[config.mk]
export PLATFORM = sky130hd
export DESIGN_NAME = twbsm_monitor
export DESIGN_NICKNAME = d
export VERILOG_FILES = /design/src/shared/twbsm_pkg.sv /design/src/logic/twbsm_line_sync.sv /design/src/logic/twbsm_monitor.sv
export SDC_FILE = /design/constraint.sdc
export NUM_CORES = 1
export LEC_CHECK = 0
export BUFFER_PORTS_ARGS = -buffer_cell sky130_fd_sc_hd__buf_2
export CAP_MARGIN = 20
export CORE_UTILIZATION = 65
export CTS_CLUSTER_DIAMETER = 60
export DETAILED_ROUTE_END_ITERATION = 6
export PLACE_DENSITY = 0.91
export REMOVE_ABC_BUFFERS = 1
export SYNTH_ARGS = -nofsm -noshare
export SYNTH_HDL_FRONTEND = slang
export SYNTH_SLANG_ARGS = --single-unit
[constraint.sdc]
create_clock -name clk_i -period 5 [get_ports clk_i]
set_clock_uncertainty 0.2 [all_clocks]
set_input_delay 0.5 -clock clk_i [delete_from_list [all_inputs] [get_ports clk_i]]
set_output_delay 0.5 -clock clk_i [all_outputs]
set_load 0.03 [all_outputs]
[src/shared/twbsm_pkg.sv]
`default_nettype none
package twbsm_pkg;
    // Bus state codes as software sees them
    typedef enum logic [1:0] {
        BS_UNKNOWN = 2'b00,
        BS_IDLE = 2'b01,
        BS_OWNER = 2'b10,
        BS_BUSY = 2'b11
    } twbsm_bus_t;

    // Code software writes to force idle
    localparam logic [1:0] BS_IDLE_CODE = 2'h1;

    typedef enum logic [3:0] {
        M_IDLE = 4'b0000,
        M_START = 4'b0001,
        M_LOW = 4'b0010,
        M_WAITH = 4'b0011,
        M_HIGH = 4'b0100,
        M_HOLD = 4'b0101,
        M_RS_LOW = 4'b0110,
        M_RS_WAIT = 4'b0111,
        M_P_LOW = 4'b1000,
        M_P_WAIT = 4'b1001
    } twbsm_mst_t;

    // Timing in ns, derived counts at the core clock rate
    localparam int unsigned CLK_MHZ = 250;
    localparam int unsigned T_LOW_NS = 4700;
    localparam int unsigned T_HIGH_NS = 4000;
    localparam int unsigned T_HDDAT_NS = 300;
    localparam int unsigned T_TIMEOUT_NS = 50000;
    localparam logic [15:0] LOW_CNT = 16'((T_LOW_NS * CLK_MHZ + 999) / 1000);
    localparam logic [15:0] HIGH_CNT = 16'((T_HIGH_NS * CLK_MHZ + 999) / 1000);
    localparam logic [15:0] HDDAT_CNT = 16'((T_HDDAT_NS * CLK_MHZ + 999) / 1000);
    localparam int unsigned TIMEOUT_CYC_DEF = (T_TIMEOUT_NS * CLK_MHZ) / 1000;

    // Bit positions within a nine-bit packet, and the counter zero value
    localparam logic [3:0] BIT_FIRST = 4'h0;
    localparam logic [3:0] BIT_ACK = 4'h8;
    localparam logic [15:0] CNT_ZERO = 16'h0000;
endpackage : twbsm_pkg
`default_nettype wire

[src/logic/twbsm_line_sync.sv]
`default_nettype none
module twbsm_line_sync (
    input wire logic clk_i,
    input wire logic rst_i,
    input wire logic scl_i,
    input wire logic sda_i,
    output logic scl_s_o,
    output logic sda_s_o,
    output logic scl_rise_o,
    output logic start_o,
    output logic stop_o,
    output logic line_edge_o
);
    logic [1:0] scl_meta_ff;
    logic [1:0] sda_meta_ff;
    logic scl_prev_ff;
    logic sda_prev_ff;

    // Two flops per pin, then one more stage for edges
    always_ff @(posedge clk_i or posedge rst_i) begin
        if (rst_i) begin
            scl_meta_ff <= 2'h3;
            sda_meta_ff <= 2'h3;
            scl_prev_ff <= 1'b1;
            sda_prev_ff <= 1'b1;
        end else begin
            scl_meta_ff <= {scl_meta_ff[0], scl_i};
            sda_meta_ff <= {sda_meta_ff[0], sda_i};
            scl_prev_ff <= scl_meta_ff[1];
            sda_prev_ff <= sda_meta_ff[1];
        end
    end

    assign scl_s_o = scl_meta_ff[1];
    assign sda_s_o = sda_meta_ff[1];
    assign scl_rise_o = scl_meta_ff[1] && !scl_prev_ff;
    assign start_o = scl_meta_ff[1] && scl_prev_ff && sda_prev_ff && !sda_meta_ff[1];
    assign stop_o = scl_meta_ff[1] && scl_prev_ff && !sda_prev_ff && sda_meta_ff[1];
    assign line_edge_o = (scl_meta_ff[1] != scl_prev_ff) || (sda_meta_ff[1] != sda_prev_ff);
endmodule : twbsm_line_sync
`default_nettype wire

[src/logic/twbsm_monitor.sv]
`default_nettype none
module twbsm_monitor #(
    parameter int unsigned TIMEOUT_CYC = twbsm_pkg::TIMEOUT_CYC_DEF
) (
    input wire logic clk_i,
    input wire logic rst_i,
    input wire logic master_en_i,
    input wire logic timeout_en_i,
    input wire logic bs_wr_i,
    input wire logic [1:0] bs_wdata_i,
    input wire logic cmd_start_i,
    input wire logic [7:0] addr_i,
    input wire logic cmd_byte_i,
    input wire logic [7:0] tx_data_i,
    input wire logic rx_nack_i,
    input wire logic cmd_stop_i,
    input wire logic slv_addressed_i,
    input wire logic slv_hold_i,
    input wire logic scl_i,
    input wire logic sda_i,
    output logic scl_o,
    output logic scl_oe_o,
    output logic sda_o,
    output logic sda_oe_o,
    output twbsm_pkg::twbsm_bus_t line_condition_field_o,
    output logic done_o,
    output logic rx_ack_o,
    output logic [7:0] rx_data_o,
    output logic arb_lost_o,
    output logic hold_o,
    output logic refused_o
);
    import twbsm_pkg::*;

    logic scl_s, sda_s, scl_rise, start_det, stop_det, line_edge;
    twbsm_bus_t bus_state_ff;
    twbsm_mst_t m_state_ff;
    logic [15:0] cnt_ff;
    logic [3:0] bit_ff;
    logic [3:0] mon_bit_ff;
    logic [7:0] sh_ff;
    logic [7:0] rx_data_ff;
    logic [31:0] idle_cnt_ff;
    logic dir_rd_ff, tx_ff, nack_ff, ack_ff, rd_open_ff;
    logic scl_drv_ff, sda_drv_ff, slv_stretch_ff;
    logic done_ff, rx_ack_ff, lost_ff, arb_lost_ff, refused_ff, timeout_pls;
    logic end_high, force_idle;

    twbsm_line_sync u_sync (
        .clk_i(clk_i),
        .rst_i(rst_i),
        .scl_i(scl_i),
        .sda_i(sda_i),
        .scl_s_o(scl_s),
        .sda_s_o(sda_s),
        .scl_rise_o(scl_rise),
        .start_o(start_det),
        .stop_o(stop_det),
        .line_edge_o(line_edge)
    );

    assign end_high = (cnt_ff == HIGH_CNT) || (!scl_s && cnt_ff != CNT_ZERO);
    assign force_idle = bs_wr_i && bs_wdata_i == BS_IDLE_CODE;

    // Master byte engine
    always_ff @(posedge clk_i or posedge rst_i) begin
        if (rst_i) begin
            m_state_ff <= M_IDLE;
            cnt_ff <= CNT_ZERO;
            bit_ff <= BIT_FIRST;
            sh_ff <= 8'h00;
            rx_data_ff <= 8'h00;
            dir_rd_ff <= 1'b0;
            tx_ff <= 1'b0;
            nack_ff <= 1'b0;
            ack_ff <= 1'b0;
            rd_open_ff <= 1'b0;
            scl_drv_ff <= 1'b0;
            sda_drv_ff <= 1'b0;
            done_ff <= 1'b0;
            rx_ack_ff <= 1'b0;
            lost_ff <= 1'b0;
            arb_lost_ff <= 1'b0;
            refused_ff <= 1'b0;
        end else if (!master_en_i) begin
            m_state_ff <= M_IDLE;
            cnt_ff <= CNT_ZERO;
            scl_drv_ff <= 1'b0;
            sda_drv_ff <= 1'b0;
            done_ff <= 1'b0;
            lost_ff <= 1'b0;
            refused_ff <= 1'b0;
        end else begin
            done_ff <= 1'b0;
            lost_ff <= 1'b0;
            refused_ff <= 1'b0;
            unique case (m_state_ff)
                M_IDLE: begin
                    if (cmd_start_i && bus_state_ff == BS_IDLE) begin
                        m_state_ff <= M_START;
                        sda_drv_ff <= 1'b1;
                        cnt_ff <= CNT_ZERO;
                        sh_ff <= addr_i;
                        dir_rd_ff <= addr_i[0];
                        tx_ff <= 1'b1;
                        bit_ff <= BIT_FIRST;
                        arb_lost_ff <= 1'b0;
                        rd_open_ff <= 1'b0;
                    end else if (cmd_start_i) begin
                        refused_ff <= 1'b1;
                    end
                end
                M_START: begin
                    if (cnt_ff == HIGH_CNT) begin
                        scl_drv_ff <= 1'b1;
                        cnt_ff <= CNT_ZERO;
                        m_state_ff <= M_LOW;
                    end else begin
                        cnt_ff <= cnt_ff + 16'h0001;
                    end
                end
                M_LOW: begin
                    if (cnt_ff == HDDAT_CNT) begin
                        if (bit_ff == BIT_ACK) begin
                            sda_drv_ff <= !tx_ff && !nack_ff;
                        end else begin
                            sda_drv_ff <= tx_ff && !sh_ff[7];
                        end
                    end
                    if (cnt_ff == LOW_CNT) begin
                        scl_drv_ff <= 1'b0;
                        cnt_ff <= CNT_ZERO;
                        m_state_ff <= M_WAITH;
                    end else begin
                        cnt_ff <= cnt_ff + 16'h0001;
                    end
                end
                M_WAITH: begin
                    if (scl_s) begin
                        m_state_ff <= M_HIGH;
                        cnt_ff <= CNT_ZERO;
                    end
                end
                M_HIGH: begin
                    if (cnt_ff == CNT_ZERO) begin
                        if (bit_ff == BIT_ACK) begin
                            ack_ff <= sda_s;
                        end else begin
                            sh_ff <= {sh_ff[6:0], sda_s};
                        end
                    end
                    if (cnt_ff == CNT_ZERO && bit_ff != BIT_ACK && tx_ff && !sda_drv_ff
                            && !sda_s) begin
                        m_state_ff <= M_IDLE;
                        lost_ff <= 1'b1;
                        arb_lost_ff <= 1'b1;
                    end else if (end_high) begin
                        scl_drv_ff <= 1'b1;
                        cnt_ff <= CNT_ZERO;
                        if (bit_ff == BIT_ACK) begin
                            done_ff <= 1'b1;
                            rx_ack_ff <= ack_ff;
                            rx_data_ff <= sh_ff;
                            sda_drv_ff <= 1'b0;
                            rd_open_ff <= !tx_ff && !nack_ff;
                            if (tx_ff && ack_ff) begin
                                m_state_ff <= M_P_LOW;
                            end else begin
                                m_state_ff <= M_HOLD;
                            end
                        end else begin
                            bit_ff <= bit_ff + 4'h1;
                            m_state_ff <= M_LOW;
                        end
                    end else begin
                        cnt_ff <= cnt_ff + 16'h0001;
                    end
                end
                M_HOLD: begin
                    cnt_ff <= CNT_ZERO;
                    if (cmd_start_i) begin
                        m_state_ff <= M_RS_LOW;
                        sh_ff <= addr_i;
                        dir_rd_ff <= addr_i[0];
                        tx_ff <= 1'b1;
                        bit_ff <= BIT_FIRST;
                        rd_open_ff <= 1'b0;
                    end else if (cmd_byte_i) begin
                        m_state_ff <= M_LOW;
                        tx_ff <= !dir_rd_ff;
                        sh_ff <= tx_data_i;
                        nack_ff <= rx_nack_i;
                        bit_ff <= BIT_FIRST;
                    end else if (cmd_stop_i && rd_open_ff) begin
                        refused_ff <= 1'b1;
                    end else if (cmd_stop_i) begin
                        m_state_ff <= M_P_LOW;
                    end
                end
                M_RS_LOW, M_P_LOW: begin
                    if (cnt_ff == HDDAT_CNT) begin
                        sda_drv_ff <= m_state_ff == M_P_LOW;
                    end
                    if (cnt_ff == LOW_CNT) begin
                        scl_drv_ff <= 1'b0;
                        cnt_ff <= CNT_ZERO;
                        m_state_ff <= m_state_ff == M_P_LOW ? M_P_WAIT : M_RS_WAIT;
                    end else begin
                        cnt_ff <= cnt_ff + 16'h0001;
                    end
                end
                M_RS_WAIT, M_P_WAIT: begin
                    if (m_state_ff == M_RS_WAIT && scl_s && !sda_s
                            && cnt_ff != CNT_ZERO) begin
                        m_state_ff <= M_IDLE;
                        lost_ff <= 1'b1;
                        arb_lost_ff <= 1'b1;
                    end else if (!scl_s) begin
                        cnt_ff <= CNT_ZERO;
                    end else if (cnt_ff == HIGH_CNT) begin
                        cnt_ff <= CNT_ZERO;
                        sda_drv_ff <= m_state_ff == M_RS_WAIT;
                        m_state_ff <= m_state_ff == M_RS_WAIT ? M_START : M_IDLE;
                    end else begin
                        cnt_ff <= cnt_ff + 16'h0001;
                    end
                end
            endcase
        end
    end

    // Slave stretch only after SCL seen low, around its acknowledge
    always_ff @(posedge clk_i or posedge rst_i) begin
        if (rst_i) begin
            slv_stretch_ff <= 1'b0;
        end else if (!slv_hold_i || !slv_addressed_i) begin
            slv_stretch_ff <= 1'b0;
        end else if (!scl_s && (mon_bit_ff == BIT_ACK || mon_bit_ff == BIT_FIRST)) begin
            slv_stretch_ff <= 1'b1;
        end
    end

    // Bus bit counter, nine bits per packet
    always_ff @(posedge clk_i or posedge rst_i) begin
        if (rst_i) begin
            mon_bit_ff <= BIT_FIRST;
        end else if (start_det) begin
            mon_bit_ff <= BIT_FIRST;
        end else if (scl_rise) begin
            mon_bit_ff <= mon_bit_ff == BIT_ACK ? BIT_FIRST : mon_bit_ff + 4'h1;
        end
    end

    // Inactive bus timeout
    always_ff @(posedge clk_i or posedge rst_i) begin
        if (rst_i) begin
            idle_cnt_ff <= 32'h00000000;
        end else if (line_edge || !timeout_en_i || !master_en_i) begin
            idle_cnt_ff <= 32'h00000000;
        end else if (idle_cnt_ff != TIMEOUT_CYC) begin
            idle_cnt_ff <= idle_cnt_ff + 32'h00000001;
        end
    end
    assign timeout_pls = timeout_en_i && idle_cnt_ff == TIMEOUT_CYC - 1;

    // Bus state monitor
    always_ff @(posedge clk_i or posedge rst_i) begin
        if (rst_i) begin
            bus_state_ff <= BS_UNKNOWN;
        end else if (!master_en_i) begin
            bus_state_ff <= BS_UNKNOWN;
        end else if (force_idle) begin
            bus_state_ff <= BS_IDLE;
        end else begin
            unique case (bus_state_ff)
                BS_UNKNOWN: begin
                    if (stop_det || timeout_pls) begin
                        bus_state_ff <= BS_IDLE;
                    end
                end
                BS_IDLE: begin
                    if (start_det) begin
                        bus_state_ff <= m_state_ff == M_START ? BS_OWNER : BS_BUSY;
                    end
                end
                BS_OWNER: begin
                    if (lost_ff) begin
                        bus_state_ff <= BS_BUSY;
                    end else if (stop_det) begin
                        bus_state_ff <= BS_IDLE;
                    end
                end
                BS_BUSY: begin
                    if (stop_det || timeout_pls) begin
                        bus_state_ff <= BS_IDLE;
                    end
                end
            endcase
        end
    end

    assign scl_o = 1'b0;
    assign sda_o = 1'b0;
    assign scl_oe_o = scl_drv_ff || slv_stretch_ff;
    assign sda_oe_o = sda_drv_ff;
    assign line_condition_field_o = bus_state_ff;
    assign done_o = done_ff;
    assign rx_ack_o = rx_ack_ff;
    assign rx_data_o = rx_data_ff;
    assign arb_lost_o = arb_lost_ff;
    assign hold_o = m_state_ff == M_HOLD;
    assign refused_o = refused_ff;
endmodule : twbsm_monitor
`default_nettype wire

==> impl_metrics.csv <==
group,metric,value,unit
power_and_ir_drop,comb_power_share,29.4,%
cts,cts_post_setup_buffers_inserted,0,
floorplan,coreArea,0.008341,sq mm
floorplan,die_w,95.54,microns
yosys,synth_seq_area_share,42.82,%
floorplan,row_count,33,
timing,report.final.slew_viol_count,0,
critical_path,crit_type,"flop to flop",
timing,maxSlewHeadroom,39.17,%
cts,clockRootBuffer,"clkbuf_8",
yosys,synth_area_per_cell,9.307,sq um
grt,grtUsageTotal,30.06,%
yosys,synthesis.area,0.005687,sq mm
drt,route.detailed.drc,0,
yosys,synth_edf_count,0,
floorplan,die-area,0.009127,sq mm
placement,dp_cells,737,
placement,dp_slack,1.509,ns
power_and_ir_drop,p_int,1.310,mW
cts,cts_tree,"built",
finish,area_growth,8.251,%
drt,initialDrtViolationCount,458,
finish,antenna_cells,0,
grt,antenna_found_initial,0,
yosys,syn_inst,611,
outcome,outcome,"completed",
critical_path,cp-start-kind,"flop",
power_and_ir_drop,seqPwrFrac,46.8,%
timing,finalHoldWorstSlack,0.1553,ns
finish,fin_util,73.81,%
timing,setup_tns,0,ns
power_and_ir_drop,p_switching,0.7951,mW
cts,cts_buffers,9,
power_and_ir_drop,pwr-share-clk,23.8,%
drt,via_per_inst,6.493,
yosys,synth_top_area_share,40.04,%
grt,grt-ovfl-total,0,
power_and_ir_drop,power-per-cell-area,341.9,mW/mm^2
cts,cts_hold_buf,1,
timing,setup_ws,1.464,ns
timing,period_needed,3.536,ns
yosys,ys_warn_count,0,
drt,via_count,4915,
timing,setup_viol,0,
finish,fin_nets,691,
critical_path,worst-path-max-fanout,22,
drt,post_drt_wl_per_cell,17.47,microns
critical_path,critical_path.endpoint_type,"flop",
cts,clk_pin_slew,0.10,ns
finish,drive_gt1_share,17.48,%
hold_path,hold_path.class,"input port to flop",
placement,hpwl,9442,microns
placement,place.gp.congestion,0.9270,
critical_path,cp_slowest_stage_delay,0.76,ns
power_and_ir_drop,swShare,37.78,%
timing,rsz0062_at_grt,"false",
yosys,synth_top_area_cell,"dfrtp_1",
job,cap_violations,0,
placement,detailed_place.area,0.005922,sq mm
yosys,ys.flop_type,"dfrtp_1",
finish,fin_cells,757,
critical_path,critPathSlowestCell,"o211ai_2",
grt,grt_pass1_wl,21080,microns
power_and_ir_drop,fin_total_pwr,2.105,mW
drt,antenna_left,0,
timing,hold_viol_final,0,
floorplan,start_util,68.18,%
floorplan,die_y,95.54,microns
power_and_ir_drop,p_leak,2.647,nW
cts,clkLatencyLatePin,0.37,ns
grt,grt_max_degree,55,
timing,finalCritPeriodShare,70.71,%
yosys,yosys_register_bits,97,
drt,drt_first_pass_iters,5,
cts,clockBufferDepth,2,
yosys,synth_area_leaders,"dfrtp_1 40%, nor2_1 4.6%, nand2_1 2.9%",
critical_path,critical_path_arrival,3.59,ns
yosys,yosysMostFrequentCell,"dfrtp_1",
critical_path,cp_data_required_time,5.06,ns
cts,h-tree-depth,3,
finish,stdcell_area,0.006156,sq mm
cts,cts_resized,0,
critical_path,crit_chain,"nand2b_1 > nor3_1 > nand2_1 > o211ai_2 > and2b_2 > a22o_1",
finish,fill_cells,622,
cts,cts_num_sinks,97,
yosys,ys_types,78,
finish,multi_input_area,0.003039,sq mm
yosys,async_flop_share,100.0,%
yosys,yosys-top-cells-count,"91 x dfrtp_1, 70 x nor2_1, 44 x nand2_1",
finish,layout.area.seq,0.002435,sq mm
timing,max_freq,282.8,MHz
placement,io_buffers,47,
hold_path,hold_depth,2,
timing,tightest_slew,0.9074,ns
power_and_ir_drop,ir_drop,0.2333,mV
grt,grt_pass1_vias,4455,
drt,wl,13220,microns
critical_path,r2r_cells,6,
floorplan,io_pins,50,
-- area by class of cell --
type | instances | share of cell area, %
clock buffer | 9 | 2.012
sequential | 97 | 39.55
tap | 105 | 2.134
multi-input combinational | 469 | 49.37
clock inverter | 7 | 1.179
timing repair buffer | 53 | 4.675
inverter | 17 | 1.077
-- power groups by stage --
stage / Clock (mW) / Sequential (mW) / Combinational [mW]
global route: 0.540 / 0.992 / 0.683
finish: 0.502 / 0.985 / 0.618
global placement: 0 / 0.984 / 0.577
detailed placement: 0 / 0.994 / 0.599
floorplan: 0 / 0.981 / 0.438
CTS: 0.511 / 0.978 / 0.606
-- metal layers --
layer  track usage (%)  part of all wire (%)
met1             40.42                    42
met2             48.21                    50
met3             5.423                   6.1
met4             11.94                   2.3
met5                 0                     0
-- kinds of logic (layout without fill, tap and decap cells) --
logic type,Yosys count,in the layout,share of synthesized area [%]
flops,97,97,42.82
simple gates,265,265,25.35
compound gates,144,144,17.58
mux,15,15,2.904
buf+inv,46,86,3.806
other cells,1,2,0.06594
fa+ha+maj,13,13,2.860
xor+xnor,30,30,4.620
-- cell usage in the layout (no fill, tap or decap), drive strengths merged, types with 11 or more instances in the layout --
cell	instances
a22oi	13
nand2	44
a22o	16
buf	49
o21ai	33
nor3	17
nor4	16
a21oi	31
dfrtp	91
nand2b	12
xnor2	12
nand4	11
mux2	12
inv	20
nor2	71
ha	13
nand3	30
xor2	18
-- path summary, 6_finish.rpt --
| kind | slack [ns] | to | from |
|---|---|---|---|
| setup / recovery | 1.46 | cnt_ff[4]$_DFFE_PP0P_ | m_state_ff[2]$_DFFE_PP0P_ |
| hold / removal | 0.16 | slv_stretch_ff$_DFFE_PP0P_ | slv_hold_i |
| setup reg to reg | 1.46 | cnt_ff[4]$_DFFE_PP0P_ | m_state_ff[2]$_DFFE_PP0P_ |
| hold reg to reg | 0.17 | u_sync.scl_meta_ff[1]$_DFF_PP1_ | u_sync.scl_meta_ff[0]$_DFF_PP1_ |
| max in group asynchronous | 3.03 | cnt_ff[0]$_DFFE_PP0P_ | rst_i |
| min in group asynchronous | 0.50 | idle_cnt_ff[15]$_DFFE_PP0P_ | rst_i |
-- flip-flops by register name, summed over array words and instances, names as in the netlist, 4 cells and up --
| name | cells |
|---|---|
| rx_data_o | 8 |
| bit_ff | 4 |
| sh_ff | 8 |
| idle_cnt_ff | 32 |
| cnt_ff | 16 |
| m_state_ff | 4 |
| mon_bit_ff | 4 |
-- critical path, delay by kind of cell, from the launching register on --
family | cells | cell delay, ns
AND/OR/NAND/NOR | 4 | 1.51
AO/OA/AOI/OAI | 2 | 0.99
flip-flops | 1 | 0.73
Note: power is estimated with default switching activity, not from simulation.
